`src/adc_regs_pkg.sv`:
```
package adc_regs_pkg;

	// ------------------------------------------------------------
	// Register addresses and reset values
	// ------------------------------------------------------------
	localparam logic [15:0] CTRL_ADDR = 16'h0001;
	localparam logic [15:0] SCALE_ADDR = 16'h0004;
	localparam logic [15:0] THR_ADDR = 16'h0005;
	localparam logic [15:0] CTRL_RESET = 16'h0000;
	localparam logic [15:0] SCALE_RESET = 16'hA000;
	localparam logic [15:0] THR_RESET = 16'hCCCC;
	localparam logic [15:0] SCALE_UNITY = 16'h8000;

	// ------------------------------------------------------------
	// Control word bit positions
	// ------------------------------------------------------------
	localparam int CTL_FETCH_THR = 14;
	localparam int CTL_FETCH_GAIN = 13;
	localparam int CTL_FETCH_FLAG = 11;
	localparam int CTL_RESYNC = 9;
	localparam int CTL_REF_BYPASS = 7;
	localparam int CTL_SLEEP = 3;
	localparam int CTL_LOW_POWER = 2;
	localparam int CTL_REF_OFF = 1;
	localparam int CTL_DRV_OFF = 0;
	localparam logic [15:0] CTL_STORE_MASK = 16'h008B;

	// ------------------------------------------------------------
	// Flag word layout
	// ------------------------------------------------------------
	localparam int FLG_PART = 15;
	localparam int FLG_SETTLED = 10;
	localparam int FLG_OVER = 8;
	localparam int FLG_REF_ON = 4;
	localparam int FLG_DRV_ON = 3;
	localparam int FLG_LOW_POWER = 2;
	localparam logic [15:0] FLG_FIXED = 16'h4040;
	localparam logic [15:0] FLG_FIXED_MASK = 16'h7AE0;

	// Modulator samples above full scale tolerated before the fast set
	localparam logic [2:0] FAST_LIMIT = 3'h4;

	// ------------------------------------------------------------
	// Carriers
	// ------------------------------------------------------------
	typedef struct packed {
		logic [15:0] addr;
		logic [15:0] data;
	} reg_write_type;

	typedef struct packed {
		logic output_valid_flag;
		logic low_power_flag;
		logic [1:0] oversample_ratio_code;
		logic stage1_valid;
		logic [15:0] stage1_mag;
		logic mod_valid;
		logic mod_full_scale;
	} datapath_status_type;

	typedef struct packed {
		logic sleep_request;
		logic ref_buffer_off;
		logic ref_bypass;
		logic input_driver_disable;
		logic resync;
	} analog_ctrl_type;

	typedef enum logic [1:0] {
		SRC_CONV = 2'h0,
		SRC_THR = 2'h1,
		SRC_GAIN = 2'h3,
		SRC_FLAG = 2'h2
	} read_source_type;

endpackage

```
`src/adc_control_status_regs.sv`:
```
`timescale 1ns/1ns
module adc_control_status_regs
	import adc_regs_pkg::*;
#(
	parameter logic PART_BIT = 1'b0 // Arbitrary identity value
) (
	input wire logic sys_clk,
	input wire logic rst,
	input wire logic wr_req,
	input wire reg_write_type wr_bus,
	input wire logic rd_req,
	input wire datapath_status_type dp,
	output analog_ctrl_type analog_q,
	output logic [15:0] scale_factor_q,
	output logic [15:0] threshold_q,
	output logic [15:0] control_view,
	output logic [15:0] flag_word,
	output logic [15:0] rd_word_q,
	output logic rd_redirect_q,
	output logic over_limit_flag
);

	// ------------------------------------------------------------
	// Write decode
	// ------------------------------------------------------------
	logic wr_ctl;
	logic wr_scale;
	logic wr_thr;
	logic [15:0] ctl_q;
	read_source_type src_q;
	read_source_type src_d;
	logic over_q;
	logic [2:0] fast_cnt_q;
	logic fast_hit;
	logic slow_hit;
	logic resync_q;

	// Address and data arrive as one framed write
	assign wr_ctl = wr_req && (wr_bus.addr == CTRL_ADDR);
	assign wr_scale = wr_req && (wr_bus.addr == SCALE_ADDR);
	assign wr_thr = wr_req && (wr_bus.addr == THR_ADDR);

	// ------------------------------------------------------------
	// Control word
	// ------------------------------------------------------------
	// Only the steady bits are stored; unused positions read zero
	always_ff @(posedge sys_clk) begin
		if (rst) begin
			ctl_q <= CTRL_RESET;
		end else if (wr_ctl) begin
			ctl_q <= wr_bus.data & CTL_STORE_MASK;
		end
	end

	// Resync is a single-cycle strobe, never held
	always_ff @(posedge sys_clk) begin
		if (rst) begin
			resync_q <= 1'b0;
		end else begin
			resync_q <= wr_ctl && wr_bus.data[CTL_RESYNC];
		end
	end

	// Power controls follow the stored bits; state is kept in sleep
	always_comb begin
		analog_q.sleep_request = ctl_q[CTL_SLEEP];
		analog_q.resync = resync_q;
		analog_q.ref_buffer_off = ctl_q[CTL_REF_OFF];
		analog_q.input_driver_disable = ctl_q[CTL_DRV_OFF];
		analog_q.ref_bypass = ctl_q[CTL_REF_BYPASS] && ctl_q[CTL_REF_OFF];
	end

	always_comb begin
		control_view = ctl_q;
		control_view[CTL_LOW_POWER] = dp.low_power_flag;
	end

	// ------------------------------------------------------------
	// Scale factor and threshold
	// ------------------------------------------------------------
	// Scale factor is unsigned, SCALE_UNITY meaning a gain of one
	always_ff @(posedge sys_clk) begin
		if (rst) begin
			scale_factor_q <= SCALE_RESET;
		end else if (wr_scale) begin
			scale_factor_q <= wr_bus.data;
		end
	end

	always_ff @(posedge sys_clk) begin
		if (rst) begin
			threshold_q <= THR_RESET;
		end else if (wr_thr) begin
			threshold_q <= wr_bus.data;
		end
	end

	// ------------------------------------------------------------
	// Read redirect
	// ------------------------------------------------------------
	// A violating write with several bits set resolves by priority
	always_comb begin
		src_d = src_q;
		if (rd_req) begin
			src_d = SRC_CONV;
		end
		if (wr_ctl) begin
			if (wr_bus.data[CTL_FETCH_THR]) begin
				src_d = SRC_THR;
			end else if (wr_bus.data[CTL_FETCH_GAIN]) begin
				src_d = SRC_GAIN;
			end else if (wr_bus.data[CTL_FETCH_FLAG]) begin
				src_d = SRC_FLAG;
			end
		end
	end

	always_ff @(posedge sys_clk) begin
		if (rst) begin
			src_q <= SRC_CONV;
		end else begin
			src_q <= src_d;
		end
	end

	always_ff @(posedge sys_clk) begin
		if (rst) begin
			rd_word_q <= 16'h0000;
			rd_redirect_q <= 1'b0;
		end else if (rd_req) begin
			rd_redirect_q <= (src_q != SRC_CONV);
			unique case (src_q)
				SRC_THR: rd_word_q <= threshold_q;
				SRC_GAIN: rd_word_q <= scale_factor_q;
				SRC_FLAG: rd_word_q <= flag_word;
				SRC_CONV: rd_word_q <= 16'h0000;
			endcase
		end
	end

	// ------------------------------------------------------------
	// Flag word
	// ------------------------------------------------------------
	always_comb begin
		flag_word = FLG_FIXED;
		flag_word[FLG_PART] = PART_BIT;
		flag_word[FLG_SETTLED] = dp.output_valid_flag;
		flag_word[FLG_OVER] = over_q;
		flag_word[FLG_REF_ON] = !ctl_q[CTL_REF_OFF] && !ctl_q[CTL_SLEEP];
		flag_word[FLG_DRV_ON] = !ctl_q[CTL_DRV_OFF] && !ctl_q[CTL_SLEEP];
		flag_word[FLG_LOW_POWER] = dp.low_power_flag;
		flag_word[1:0] = dp.oversample_ratio_code;
	end

	// ------------------------------------------------------------
	// Over-limit detection
	// ------------------------------------------------------------
	// Magnitude from the first decimation stage, ahead of gain
	assign slow_hit = dp.stage1_mag > threshold_q;
	assign fast_hit = dp.mod_valid && dp.mod_full_scale && (fast_cnt_q == FAST_LIMIT);

	always_ff @(posedge sys_clk) begin
		if (rst) begin
			fast_cnt_q <= 3'h0;
		end else if (dp.mod_valid) begin
			if (!dp.mod_full_scale) begin
				fast_cnt_q <= 3'h0;
			end else if (fast_cnt_q != FAST_LIMIT) begin
				fast_cnt_q <= fast_cnt_q + 3'h1;
			end
		end
	end

	// A fast set wins over a clearing stage one sample
	always_ff @(posedge sys_clk) begin
		if (rst) begin
			over_q <= 1'b0;
		end else if (fast_hit) begin
			over_q <= 1'b1;
		end else if (dp.stage1_valid) begin
			over_q <= slow_hit;
		end
	end

	assign over_limit_flag = over_q;
endmodule

```
`config.mk`:
```
export PLATFORM = sky130hd
export DESIGN_NAME = adc_control_status_regs
export DESIGN_NICKNAME = d
export VERILOG_FILES = /design/src/adc_regs_pkg.sv /design/src/adc_control_status_regs.sv
export SDC_FILE = /design/constraint.sdc
export NUM_CORES = 1
export LEC_CHECK = 0
export ABC_AREA = 1
export BUFFER_PORTS_ARGS = -buffer_cell sky130_fd_sc_hd__buf_2
export CAP_MARGIN = 10
export CELL_PAD_IN_SITES_DETAIL_PLACEMENT = 1
export CELL_PAD_IN_SITES_GLOBAL_PLACEMENT = 1
export CORE_MARGIN = 2
export CORE_UTILIZATION = 35
export DETAILED_ROUTE_END_ITERATION = 10
export PLACE_DENSITY_LB_ADDON = 0.1
export SLEW_MARGIN = 20
export SYNTH_ARGS = -nofsm -noshare
export SYNTH_HDL_FRONTEND = slang
export SYNTH_SLANG_ARGS = --single-unit
```
`constraint.sdc`:
```
create_clock -name sys_clk -period 2.5 [get_ports sys_clk]
set_clock_uncertainty 0.2 [all_clocks]
set_input_delay 0.625 -clock sys_clk [delete_from_list [all_inputs] [get_ports sys_clk]]
set_output_delay 0.625 -clock sys_clk [all_outputs]
set_load 0.01 [all_outputs]
```
== Word-level counts from Yosys, hierarchy flattened ==
Index checks and enable logic that the tools add are counted.

* $add $sub $neg: 1
* Multiply operators: 0
* Div/mod/pow operators: 0
* Magnitude comparators: 1
* Equality and inequality tests: 9
* Shift operators: 0
* Mux-type cells: 10
* Bitwise gates (word level): 0
* Reductions and logical operators: 16

{| class="wikitable"
|+ Operators with widths
! cell !! count
|-
| $pmux 16 s4 || 1
|-
| $eq 16x3->1 const B || 2
|-
| $eq 16x1->1 const B || 1
|-
| $gt 16x16->1 || 1
|-
| $mux 2 || 5
|-
| $logic_and 1x1->1 || 9
|-
| $mux 3 || 2
|-
| $eq 2x2->1 const B || 2
|-
| $reduce_bool 2->1 || 2
|-
| $add 3x1->3 const B || 1
|-
| $eq 3x3->1 const B || 1
|-
| $logic_not 1->1 || 3
|-
| $ne 3x3->1 const B || 1
|-
| $eq 2x1->1 const B || 1
|-
| $logic_not 2->1 || 1
|-
| $mux 1 || 2
|-
| $ne 2x1->1 const B || 1
|-
| $reduce_and 2->1 || 1
|}

* Bits in registers: 60
* Bits in latches: 0
* RAM bits: 0
* ROM bits: 0
* Input port bits: 59
* Output and inout bits: 87
* Word-level logic and storage cells: 46
* Memories: 0

== Depth between registers and ports, before layout ==
Gate-level depths: netlist (run 1).

* Word-level depth: 5
* Gate-level depth with buffers: 13
* Mapped depth without buffers: 13

== Worst setup path after synthesis (run 1) ==
No wires, ideal clock.

* Path type: input -> register
* From: input wr_bus[29] (netlist name)
* To: register threshold_q[12]
* Setup time: 117 ps
* Data arrival time: 1412 ps
* Required time: 2183 ps
* Slack: 770 ps
* Stages on the path: 7
* Buffers on the path: 1
* Cell sequence: nor2_1 nand2_1 nor2_4 nand3b_4 buf_6 o21ai_1 a21oi_1

* Cells in the longest elaborated chain, start to end: 2

{| class="wikitable"
|+ RTL lines
! element !! RTL line !! source
|-
| from (decl) || adc_control_status_regs.sv:10 || <nowiki>input wire reg_write_type wr_bus,</nowiki>
|-
| $eq 16x3->1 || adc_control_status_regs.sv:41 || <nowiki>assign wr_thr = wr_req && (wr_bus.addr == THR_ADDR);</nowiki>
|-
| $logic_and 1x1->1 || adc_control_status_regs.sv:41 ||
|-
| to (signal assigned) || adc_control_status_regs.sv:94 || <nowiki>threshold_q <= wr_bus.data;</nowiki>
|-
| to (decl) || adc_control_status_regs.sv:15 || <nowiki>output logic [15:0] threshold_q,</nowiki>
|}

No other way between the ends.
A chain may end at the register's enable or synchronous reset.

== Worst setup path after layout (run 1) ==
* From: register ctl_q[3]
* To: output flag_word[4]

* Cells in the longest elaborated chain, start to end: 2

{| class="wikitable"
|+ RTL lines
! element !! RTL line !! source
|-
| from (decl) || adc_control_status_regs.sv:29 || <nowiki>logic [15:0] ctl_q;</nowiki>
|-
| from (signal assigned) || adc_control_status_regs.sv:51 || <nowiki>ctl_q <= wr_bus.data & CTL_STORE_MASK;</nowiki>
|-
| $logic_not 1->1 || adc_control_status_regs.sv:149 || <nowiki>flag_word[FLG_REF_ON] = !ctl_q[CTL_REF_OFF] && !ctl_q[CTL_SLEEP];</nowiki>
|-
| $logic_and 1x1->1 || adc_control_status_regs.sv:149 ||
|-
| to (decl) || adc_control_status_regs.sv:17 || <nowiki>output logic [15:0] flag_word,</nowiki>
|}

No other way between the ends.

==> flow_summary.toml, run 1 <==
[run_status]
status = "finished, final reports clean"

[floorplan]
start_util_pct = 36.35
io_pins = 146
row_count = 34
dieArea_um2 = 9925
die_w_um = 99.63
fp.dieH_um = 99.63
core-area_um2 = 8806

[route]
vias = 3115
drt_iter0_drc = 89
drtPass1Iterations = 4
drc = 0
ant_nets = 0
vias_per_cell = 4.807
wl_um = 9512
wl_per_cell_um = 14.68

[synth]
netlist_area_um2 = 3201
synth_top_area_share_pct = 37.53
synthMuxAreaShare_pct = 0
synth_top_family_by_area = "compound AO/OA/AOI/OAI gates"
yosysTopAreaCell = "dfxtp_1"
synthXorXnorAreaFrac_pct = 0.2737
synthAdderAreaFrac_pct = 7.037
syn_inst = 425
synth.top_cells.by_area = "dfxtp_1 (38%), inv_1 (7.7%), nand2_1 (7.3%)"
ys_seq_elements = 60
yosys.area_share.simple_pct = 15.09
ys_seq_area_share_pct = 37.53
avgSynthCellArea_um2 = 7.531
yosysWarnings = 0
synth_compound_area_share_pct = 21.15
synthDistinctLibCells = 29

[grt]
grt_max_degree = 55
grt_pass1_wl_um = 15250
grt_use_total_pct = 19.68
antenna_found_initial = 0
grt_pass1_vias = 3020
grt_overflow = 0

[power_and_ir_drop]
clockPowerShare_pct = 39.5
seqPwrFrac_pct = 50.0
power_density_nw_per_um2 = 503.9
cellInternalPower_w = 0.001435
power_w = 0.001958
switchingPower_w = 0.0005236
pwr-share-comb_pct = 10.5
irDropWorstVdd_mv = 0.2492
sw_frac_of_total_pct = 26.74
power.leakage_nw = 2.022

[clocking]
cts_tree = "built"
numCtsBuffers = 9
clock_latency_ns = 0.34
cts.path.max_buffers = 2
cts_resized = 0
holdBufCountCts = 0
cts_setup_buffers = 0
cts-htree-levels = 3
root_buffer = "clkbuf_8"
clkTransAtPathRegs_ns = 0.07
clock_sinks = 60

[cells_and_area]
final_area_um2 = 3886
nNetsFinal = 612
area_growth_pct = 21.42
diodes = 0
stdcell_count = 648
drive_gt1_share_pct = 27.41

[placement]
dp_hpwl_um = 7449
gp_congestion = 0.8470
placed_area_um2 = 3717
numPortBuffers = 125
dp.cells = 632

[sta]
tns_ns = 0
rsz0062_at_grt = "false"
min_period_ns = 1.905
slew_headroom_pct = 60.33
period_share_pct = 76.21
maxClockFrequency_ghz = 0.5248
worstMarginPinSlew_ns = 0.5928
setup_violations = 0
worst_hold_slack_ns = 0.2632
drv_slew = 0
hold_viol_final = 0

[critical_path]
crit_path_start_kind = "flip-flop"
critPathKind = "reg2out"
reg2reg_to = "rd_word_q[3]"
required_ns = 1.67
cp.arrival_ns = 1.08
cp_max_fo = 5
r2r_slack_ns = 0.71
r2r_cells = 5
regToRegStartpoint = "src_q[1]"
end_kind = "primary output"

[worst_hold_path]
min_path_type = "reg2reg"
holdPathStages = 2
min_from = "ctl_q[7]"
hold_end = "ctl_q[7]"

[run]
maxCapViolCount = 0
## per-stage QoR
step	util, %	worst slack, ns
after floorplan	-	0.7703
after global placement	42.21	0.3775
after detailed placement	42.21	0.3368
after CTS	44.13	0.5795
after global routing	44.13	0.4550
final	44.13	0.5947
## cells in the mapped netlist
cell type	number
o21ai_1	19
clkinv_1	3
clkbuf_1	8
inv_1	66
nand4_1	3
o21ai_0	32
a41oi_1	5
a21oi_1	37
conb_1	2
buf_6	7
o211ai_1	10
a31oi_1	5
o22ai_2	1
nand3_1	4
a211oi_1	1
buf_4	30
dfxtp_1	60
nor2_4	1
nor2_2	1
a22oi_1	2
nand2_1	62
nand3b_4	1
ha_1	18
xor2_1	1
buf_2	1
nand3_4	2
nor2_1	37
a21o_1	1
o221ai_1	5
## cell families after synthesis
group | after synthesis
compound gates | 118
xor+xnor | 1
fa+ha+maj | 18
buf+inv | 115
flops | 60
other cells | 2
simple gates | 111
## flip-flops by register name, indices dropped and copies added (netlist names)
name	cells
ctl_q	4
threshold_q	16
resync_q	1
fast_cnt_q	3
over_limit_flag	1
src_q	2
scale_factor_q	16
rd_redirect_q	1
rd_word_q	16
## layout make-up
cell class	count	area, um^2
fillers	1181	4920
flip-flops and latches	60	1201
well taps	108	135.1
repair buffers	127	653.1
clock buffers	11	141.4
clock inverters	5	27.53
multi-input cells	268	1469
inverters	69	259.0
## worst max-delay path by stage
| stage | from | to | slack [ns] | cells past startpoint |
|---|---|---|---|---|
| 2_1_floorplan | wr_bus[29] | threshold_q[12] | 0.77 | 7 |
| 3_3_place_gp | wr_bus[24] | threshold_q[1] | 0.38 | 7 |
| 3_5_place_dp | wr_bus[24] | scale_factor_q[5] | 0.34 | 7 |
| 4_1_cts | ctl_q[3] | flag_word[4] | 0.58 | 2 |
| 5_1_grt | src_q[1] | rd_word_q[3] | 0.46 | 5 |
| 6_report | ctl_q[3] | flag_word[4] | 0.59 | 2 |
## layout by cell type (no fill, tap or decap), drive strengths merged, types with 2 or more instances in the layout
| cell | synthesis | final |
|---|---|---|
| conb | 2 | 20 |
| o221ai | 5 | 5 |
| nor2 | 39 | 39 |
| o211ai | 10 | 10 |
| dfxtp | 60 | 60 |
| nand3 | 6 | 6 |
| a22oi | 2 | 2 |
| clkinv | 3 | 7 |
| a21oi | 37 | 37 |
| buf | 38 | 127 |
| a41oi | 5 | 5 |
| clkbuf | 8 | 11 |
| a31oi | 5 | 5 |
| inv | 66 | 66 |
| ha | 18 | 18 |
| nand2 | 62 | 62 |
| o21ai | 51 | 51 |
| nand4 | 3 | 3 |
## metal layers
metal | vias up | routed length (um) | GRT usage [%]
met5 | - | 0 | 0
met4 | 0 | 152 | 6.217
met3 | 14 | 495 | 4.638
met2 | 94 | 4350 | 30.67
met1 | 1444 | 4514 | 26.96
li1 | 1563 | - | -
## power groups by stage
stage / Combinational [W] / Sequential [W] / Clock (W)
after floorplan: 0.000129 / 0.00101 / 0
after global placement: 0.000202 / 0.00100 / 0
after detailed placement: 0.000206 / 0.00100 / 0
after CTS: 0.000207 / 0.000980 / 0.000795
after global routing: 0.000235 / 0.000982 / 0.000843
final: 0.000206 / 0.000980 / 0.000773
## worst max-delay path, cell delays in order, from the launching register on
cell and delay, ns:
dfxtp_1 0.36, nor2_1 0.20, buf_2 0.18
(Power assumes the default switching activity.)
==> run 2: changes to the inputs <==
--- a/config.mk
+++ b/config.mk
@@ -11,7 +11,7 @@
 export CELL_PAD_IN_SITES_DETAIL_PLACEMENT = 1
 export CELL_PAD_IN_SITES_GLOBAL_PLACEMENT = 1
 export CORE_MARGIN = 2
-export CORE_UTILIZATION = 35
+export CORE_UTILIZATION = 32
 export DETAILED_ROUTE_END_ITERATION = 10
 export PLACE_DENSITY_LB_ADDON = 0.1
 export SLEW_MARGIN = 20
==> constraint.sdc (replaced) <==
create_clock -name sys_clk -period 1.8 [get_ports sys_clk]
set_clock_uncertainty 0.2 [all_clocks]
set_input_delay 0.45 -clock sys_clk [delete_from_list [all_inputs] [get_ports sys_clk]]
set_output_delay 0.45 -clock sys_clk [all_outputs]
set_load 0.01 [all_outputs]
==> run 2 against run 1 <==
- total power is 53% higher
- combinational power is 40% higher
- sequential power is 39% higher
- core utilization is 2.2 points lower
- die area is 9.0% higher
- non-clock buffer count is 10 higher
- first-iteration DRC count is 30% lower
- critical path depth stayed put
- sequential cell count stayed put
- clock-buffer cell count stayed put
- critical path type unchanged
- largest cell class unchanged
- largest power group unchanged
==> flow_summary.toml, run 2 (same netlist as run 1, synthesis figures left out) <==
[route]
drt_iter0_drc = 62
wl_um = 9943
ant_nets = 0
drtPass1Iterations = 4
vias = 3125
wl_per_cell_um = 14.56
drc = 0
vias_per_cell = 4.575

[grt]
grt_max_degree = 55
antenna_found_initial = 0
grt_overflow = 0
grt_use_total_pct = 18.56
grt_pass1_vias = 3236
grt_pass1_wl_um = 15990

[critical_path]
critPathTopFamily = "flip-flops"
cp_slowest_cell = "dfxtp_1"
crit_chain = "nor2_1 -> buf_2"
max_stage_delay_ns = 0.34
end_kind = "primary output"
regToRegStartpoint = "threshold_q[11]"
cp-startpoint = "ctl_q[3]"
cp_max_fo = 5
r2r_cells = 8
r2r_slack_ns = 0.16
crit_path_start_kind = "flip-flop"
critPathKind = "reg2out"
reg2reg_to = "over_limit_flag"
cp.buffers_inverters = 1
required_ns = 1.15
cp.arrival_ns = 1.03

[cells_and_area]
seqCellArea_um2 = 1201
n_fill_cell = 1293
multi_input_area_um2 = 1471
stdcell_count = 683
nNetsFinal = 622
reg_top3 = "rd_word_q: 16 flops, scale_factor_q: 16 flops, threshold_q: 16 flops"
final_area_um2 = 4080
drive_gt1_share_pct = 28.91
area_growth_pct = 27.48
fin_util_pct = 41.94
diodes = 0
final_cell_mix = "buf_2 (125), inv_1 (66), nand2_1 (62)"
final_common_cell = "buf_2"

[sta]
rsz0062_at_grt = "false"
maxClockFrequency_ghz = 0.5966
drv_slew = 0
fin_ws_ns = 0.1238
setup_violations = 0
hold_viol_final = 0
worst_hold_slack_ns = 0.1726
min_period_ns = 1.676
period_share_pct = 93.12

[placement]
placed_area_um2 = 3861
dp.cells = 667
dp_hpwl_um = 7920
dp_slack_ns = -0.1046
gp_congestion = 0.7576
numPortBuffers = 125

[clocking]
cts.path.max_buffers = 2
clkTransAtPathRegs_ns = 0.07
cts-htree-levels = 3
clock_sinks = 60
cts_setup_buffers = 0
cts_tree = "built"
numCtsBuffers = 9
root_buffer = "clkbuf_8"
clock_latency_ns = 0.34

[run_status]
status = "finished, final reports clean"

[floorplan]
core-area_um2 = 9729
die_w_um = 104.0
dieArea_um2 = 10820
row_count = 36
io_pins = 146
fp.dieH_um = 104.0
start_util_pct = 32.90

[power_and_ir_drop]
irDropWorstVdd_mv = 0.3955
power.leakage_nw = 2.108
power_density_nw_per_um2 = 732.3

[worst_hold_path]
holdPathStages = 3
min_from = "wr_bus[9]"
min_path_type = "in2reg"
hold_end = "resync_q"

[run]
maxCapViolCount = 0
[run 2: worst reg2reg max path: stages, from the launching register on]
cell     delay [ns]
dfxtp_1        0.36
inv_1          0.08
ha_1           0.30
a21oi_1        0.17
nand2_1        0.10
a21oi_1        0.14
nand2_1        0.07
nand2_1        0.06
a21oi_1        0.06
[run 2: worst max-delay path by stage]
stage / cells past startpoint / endpoint / slack [ns]
finish: 2 / flag_word[3] / 0.12
global route: 10 / over_limit_flag / 0.009
CTS: 2 / flag_word[3] / 0.1
detailed placement: 7 / src_q[1] / -0.10
global placement: 7 / src_q[1] / -0.02
floorplan: 7 / threshold_q[12] / 0.25
[run 2: per-layer routing]
| metal | vias up | GRT usage, % | share of wire, % |
|---|---|---|---|
| li1 | 1585 | - | - |
| met5 | - | 0 | 0 |
| met1 | 1441 | 21.60 | 43 |
| met3 | 9 | 5.263 | 5.4 |
| met2 | 90 | 33.79 | 50 |
| met4 | 0 | 3.958 | 0.78 |
[run 2: through the flow]
step | TNS [ns] | power, W
floorplan | 0 | 0.001578
detailed placement | -0.1519 | 0.001681
finish | 0 | 0.002988
global route | 0 | 0.003119
global placement | -0.02371 | 0.001674
CTS | 0 | 0.003016
[run 2: power breakdown]
group / internal (W) / leakage [nW] / switching, W
registers: 0.00135 / 0.487 / 0.0000125
clock network: 0.000811 / 0.113 / 0.000527
logic: 0.000119 / 1.51 / 0.000169
total: 0.00228 / 2.11 / 0.000708
[run 2: what timing repair did]
item,CTS,global route
resized for setup,0,1
hold endpoints to repair,0,0
hold buffers,0,0
endpoints found under the setup margin,0,1
[run 2: layout make-up]
cell class | instances | share of cell area (%)
Inverter | 69 | 6.348
Timing Repair Buffer | 137 | 18.77
Sequential cell | 60 | 29.44
Clock buffer | 11 | 3.465
Multi-Input combinational cell | 268 | 36.06
Tap cell | 133 | 4.079
Clock inverter | 5 | 1.840
==> run 3: changes to the inputs <==
--- a/config.mk
+++ b/config.mk
@@ -5,13 +5,12 @@
 export SDC_FILE = /design/constraint.sdc
 export NUM_CORES = 1
 export LEC_CHECK = 0
-export ABC_AREA = 1
 export BUFFER_PORTS_ARGS = -buffer_cell sky130_fd_sc_hd__buf_2
 export CAP_MARGIN = 10
 export CELL_PAD_IN_SITES_DETAIL_PLACEMENT = 1
 export CELL_PAD_IN_SITES_GLOBAL_PLACEMENT = 1
 export CORE_MARGIN = 2
-export CORE_UTILIZATION = 32
+export CORE_UTILIZATION = 34
 export DETAILED_ROUTE_END_ITERATION = 10
 export PLACE_DENSITY_LB_ADDON = 0.1
 export SLEW_MARGIN = 20
==> run 3 against run 2 <==
- sequential cell count did not move
- via count increased by 12%
- worst setup slack got worse by 0.16 ns
- cell area grew 14%
- routed wire length rose by 16%
- critical path type is now reg2reg
- sequential share of layout area shrank 3.5 points
- core utilization is 6.2 points higher
- largest power group is now the clock network
- non-clock buffer count is 41 higher
- synthesized cell count fell by 2.4%
- the flow now finishes with violations (setup timing)
- highest routed layer unchanged
- combinational power increased by 9.7%
- global-route usage is 3.0 points higher
- clock power rose by 4%
==> flow_summary.toml, run 3 <==
[floorplan]
dieArea_um2 = 10650
die_w_um = 103.2
io_pins = 146
fp.dieH_um = 103.2
core-area_um2 = 9684
row_count = 36
start_util_pct = 34.56

[cells_and_area]
final_common_cell = "buf_2"
stdcell_count = 698
area_growth_pct = 39.29
drive_gt1_share_pct = 41.06
diodes = 0
reg_top3 = "rd_word_q: 16 flops, scale_factor_q: 16 flops, threshold_q: 16 flops"
final_cell_mix = "buf_2 (125), dfxtp_1 (55), a21oi_1 (50)"
nNetsFinal = 638

[grt]
antenna_found_initial = 0
grt_pass1_wl_um = 17370
grt_max_degree = 33
grt_use_total_pct = 21.58
grt_overflow = 0
grt_pass1_vias = 3382

[route]
vias_per_cell = 5.036
wl_per_cell_um = 16.51
drtPass1Iterations = 4
vias = 3515
drc = 0
ant_nets = 0
drt_iter0_drc = 108
wl_um = 11520

[placement]
numPortBuffers = 125
dp_hpwl_um = 8728
gp_congestion = 0.8198
dp.cells = 681
dp_slack_ns = -0.3801

[sta]
hold_viol_final = 0
rsz0062_at_grt = "true"
fin_ws_ns = -0.03503
period_share_pct = 101.9
min_period_ns = 1.835
maxClockFrequency_ghz = 0.5450
drv_slew = 0
setup_violations = 3

[power_and_ir_drop]
clockPowerShare_pct = 45.5
cellInternalPower_w = 0.002315
pwr-share-comb_pct = 10.4
sw_frac_of_total_pct = 24.03
switchingPower_w = 0.0007324
seqPwrFrac_pct = 44.1
irDropWorstVdd_mv = 0.4418
power.leakage_nw = 2.080
power_density_nw_per_um2 = 653.7

[synth]
synth_ff_type = "dfxtp_1"
yosysTopAreaCell = "dfxtp_1"
netlist_top_cells_count = "dfxtp_1 (60), a21oi_1 (58), buf_4 (31), o21ai_0 (31), nand3_1 (27)"
avgSynthCellArea_um2 = 8.065
netlist_area_um2 = 3347
ys_seq_elements = 60
synth.top_cells.by_area = "dfxtp_1 (36%), a21oi_1 (8.7%), buf_4 (7.0%)"
ys_seq_area_share_pct = 35.89
yosysWarnings = 0
synthDistinctLibCells = 46
synth_top_area_share_pct = 35.89
syn_inst = 415
synth_edf_count = 0
async_flop_share_pct = 0
yosysMostFrequentCell = "dfxtp_1"

[worst_hold_path]
holdPathStages = 2
min_path_type = "in2reg"

[run_status]
status = "finished with violations"
violations = "setup timing"

[clocking]
clock_latency_ns = 0.34
cts_tree = "built"
cts-htree-levels = 3
cts.path.max_buffers = 2
root_buffer = "clkbuf_8"
numCtsBuffers = 9
clkTransAtPathRegs_ns = 0.07
clock_sinks = 60

[run]
maxCapViolCount = 0

[critical_path]
r2r_slack_ns = -0.04
cp_max_fo = 2
crit_path_start_kind = "flip-flop"
r2r_cells = 7
cp.arrival_ns = 1.93
critPathKind = "reg2reg"
required_ns = 1.89
end_kind = "flip-flop"
-- run 3: cell types whose count changed in the layout (fill, tap and decap cells not counted), sizes merged, moves of 7 or more --
| cell | delta |
|---|---|
| a211oi | +10 |
| a21oi | +21 |
| a311o | +9 |
| buf | +41 |
| inv | -44 |
| nand2 | -43 |
| nand3 | +21 |
| nor2 | -13 |
| nor2b | +9 |
| nor3 | +7 |
| o211ai | -8 |
| o21ai | -10 |
-- run 3: power by group through the flow --
stage	Combinational, W	Sequential, W	Clock (W)
after global routing	0.000349	0.00134	0.00148
after detailed placement	0.000302	0.00137	0
final	0.000317	0.00134	0.00139
after floorplan	0.000167	0.00138	0
after global placement	0.000294	0.00137	0
after CTS	0.000311	0.00134	0.00143
-- run 3: worst paths after layout --
path,start,end
worst min register to register,rd_word_q[1],rd_word_q[1]
worst min-delay path,wr_bus[2],threshold_q[2]
worst max register to register,threshold_q[4],over_limit_flag
worst max-delay path,threshold_q[4],over_limit_flag
-- run 3: cell families (layout without fill, tap and decap cells) --
logic type / after synthesis / in the layout / share of synthesized area (%)
flops: 60 / 60 / 35.89
fa+ha+maj: 18 / 18 / 6.729
other cells: 2 / 20 / 0.2244
compound gates: 136 / 136 / 24.08
mux: 3 / 3 / 0.9346
buf+inv: 83 / 215 / 13.42
simple gates: 113 / 113 / 18.73
-- run 3: area by class of cell --
class,count,area [um^2]
clock buffers,11,151.4
clock inverters,4,72.57
flip-flops and latches,60,1207
inverters,22,85.08
fillers,1243,5022
repair buffers,178,1074
multi-input cells,290,1906
well taps,133,166.4
-- run 3: critical path: stages (launching register included) --
cell,delay [ns]
dfxtp_1,0.34
inv_1,0.10
ha_1,0.28
nand4_1,0.15
nor4_4,0.29
buf_4,0.15
a21boi_2,0.14
o31a_1,0.13
-- run 3: layer usage --
metal	track usage (%)	vias up	wire length [um]
met5	0	-	0
met4	4.858	0	107
met3	4.839	9	570
met2	36.61	105	5538
met1	28.11	1682	5305
li1	-	1719	-
-- run 3: through the flow --
stage	utilization (%)	setup TNS (ns)	instance area [um^2]	hold slack (ns)	power (W)
after detailed placement	44.56	-10.90	4315	0.2779	0.001676
final	48.14	-0.06200	4662	0.1673	0.003048
after global routing	48.14	-0.3381	4662	0.1695	0.003173
after CTS	47.70	-0.007801	4619	0.1553	0.003082
after floorplan	-	-3.579	3461	0.2944	0.001546
after global placement	44.56	-10.18	4315	0.2710	0.001668
-- run 3: what timing repair did --
action / 4_1_cts / 5_1_grt
hold buffers: 0 / 0
endpoints found under the hold margin: 0 / 0
pin swaps: 5 / 2
setup buffers: 1 / 1
setup endpoints to repair: 2 / 25
resized for setup: 19 / 10
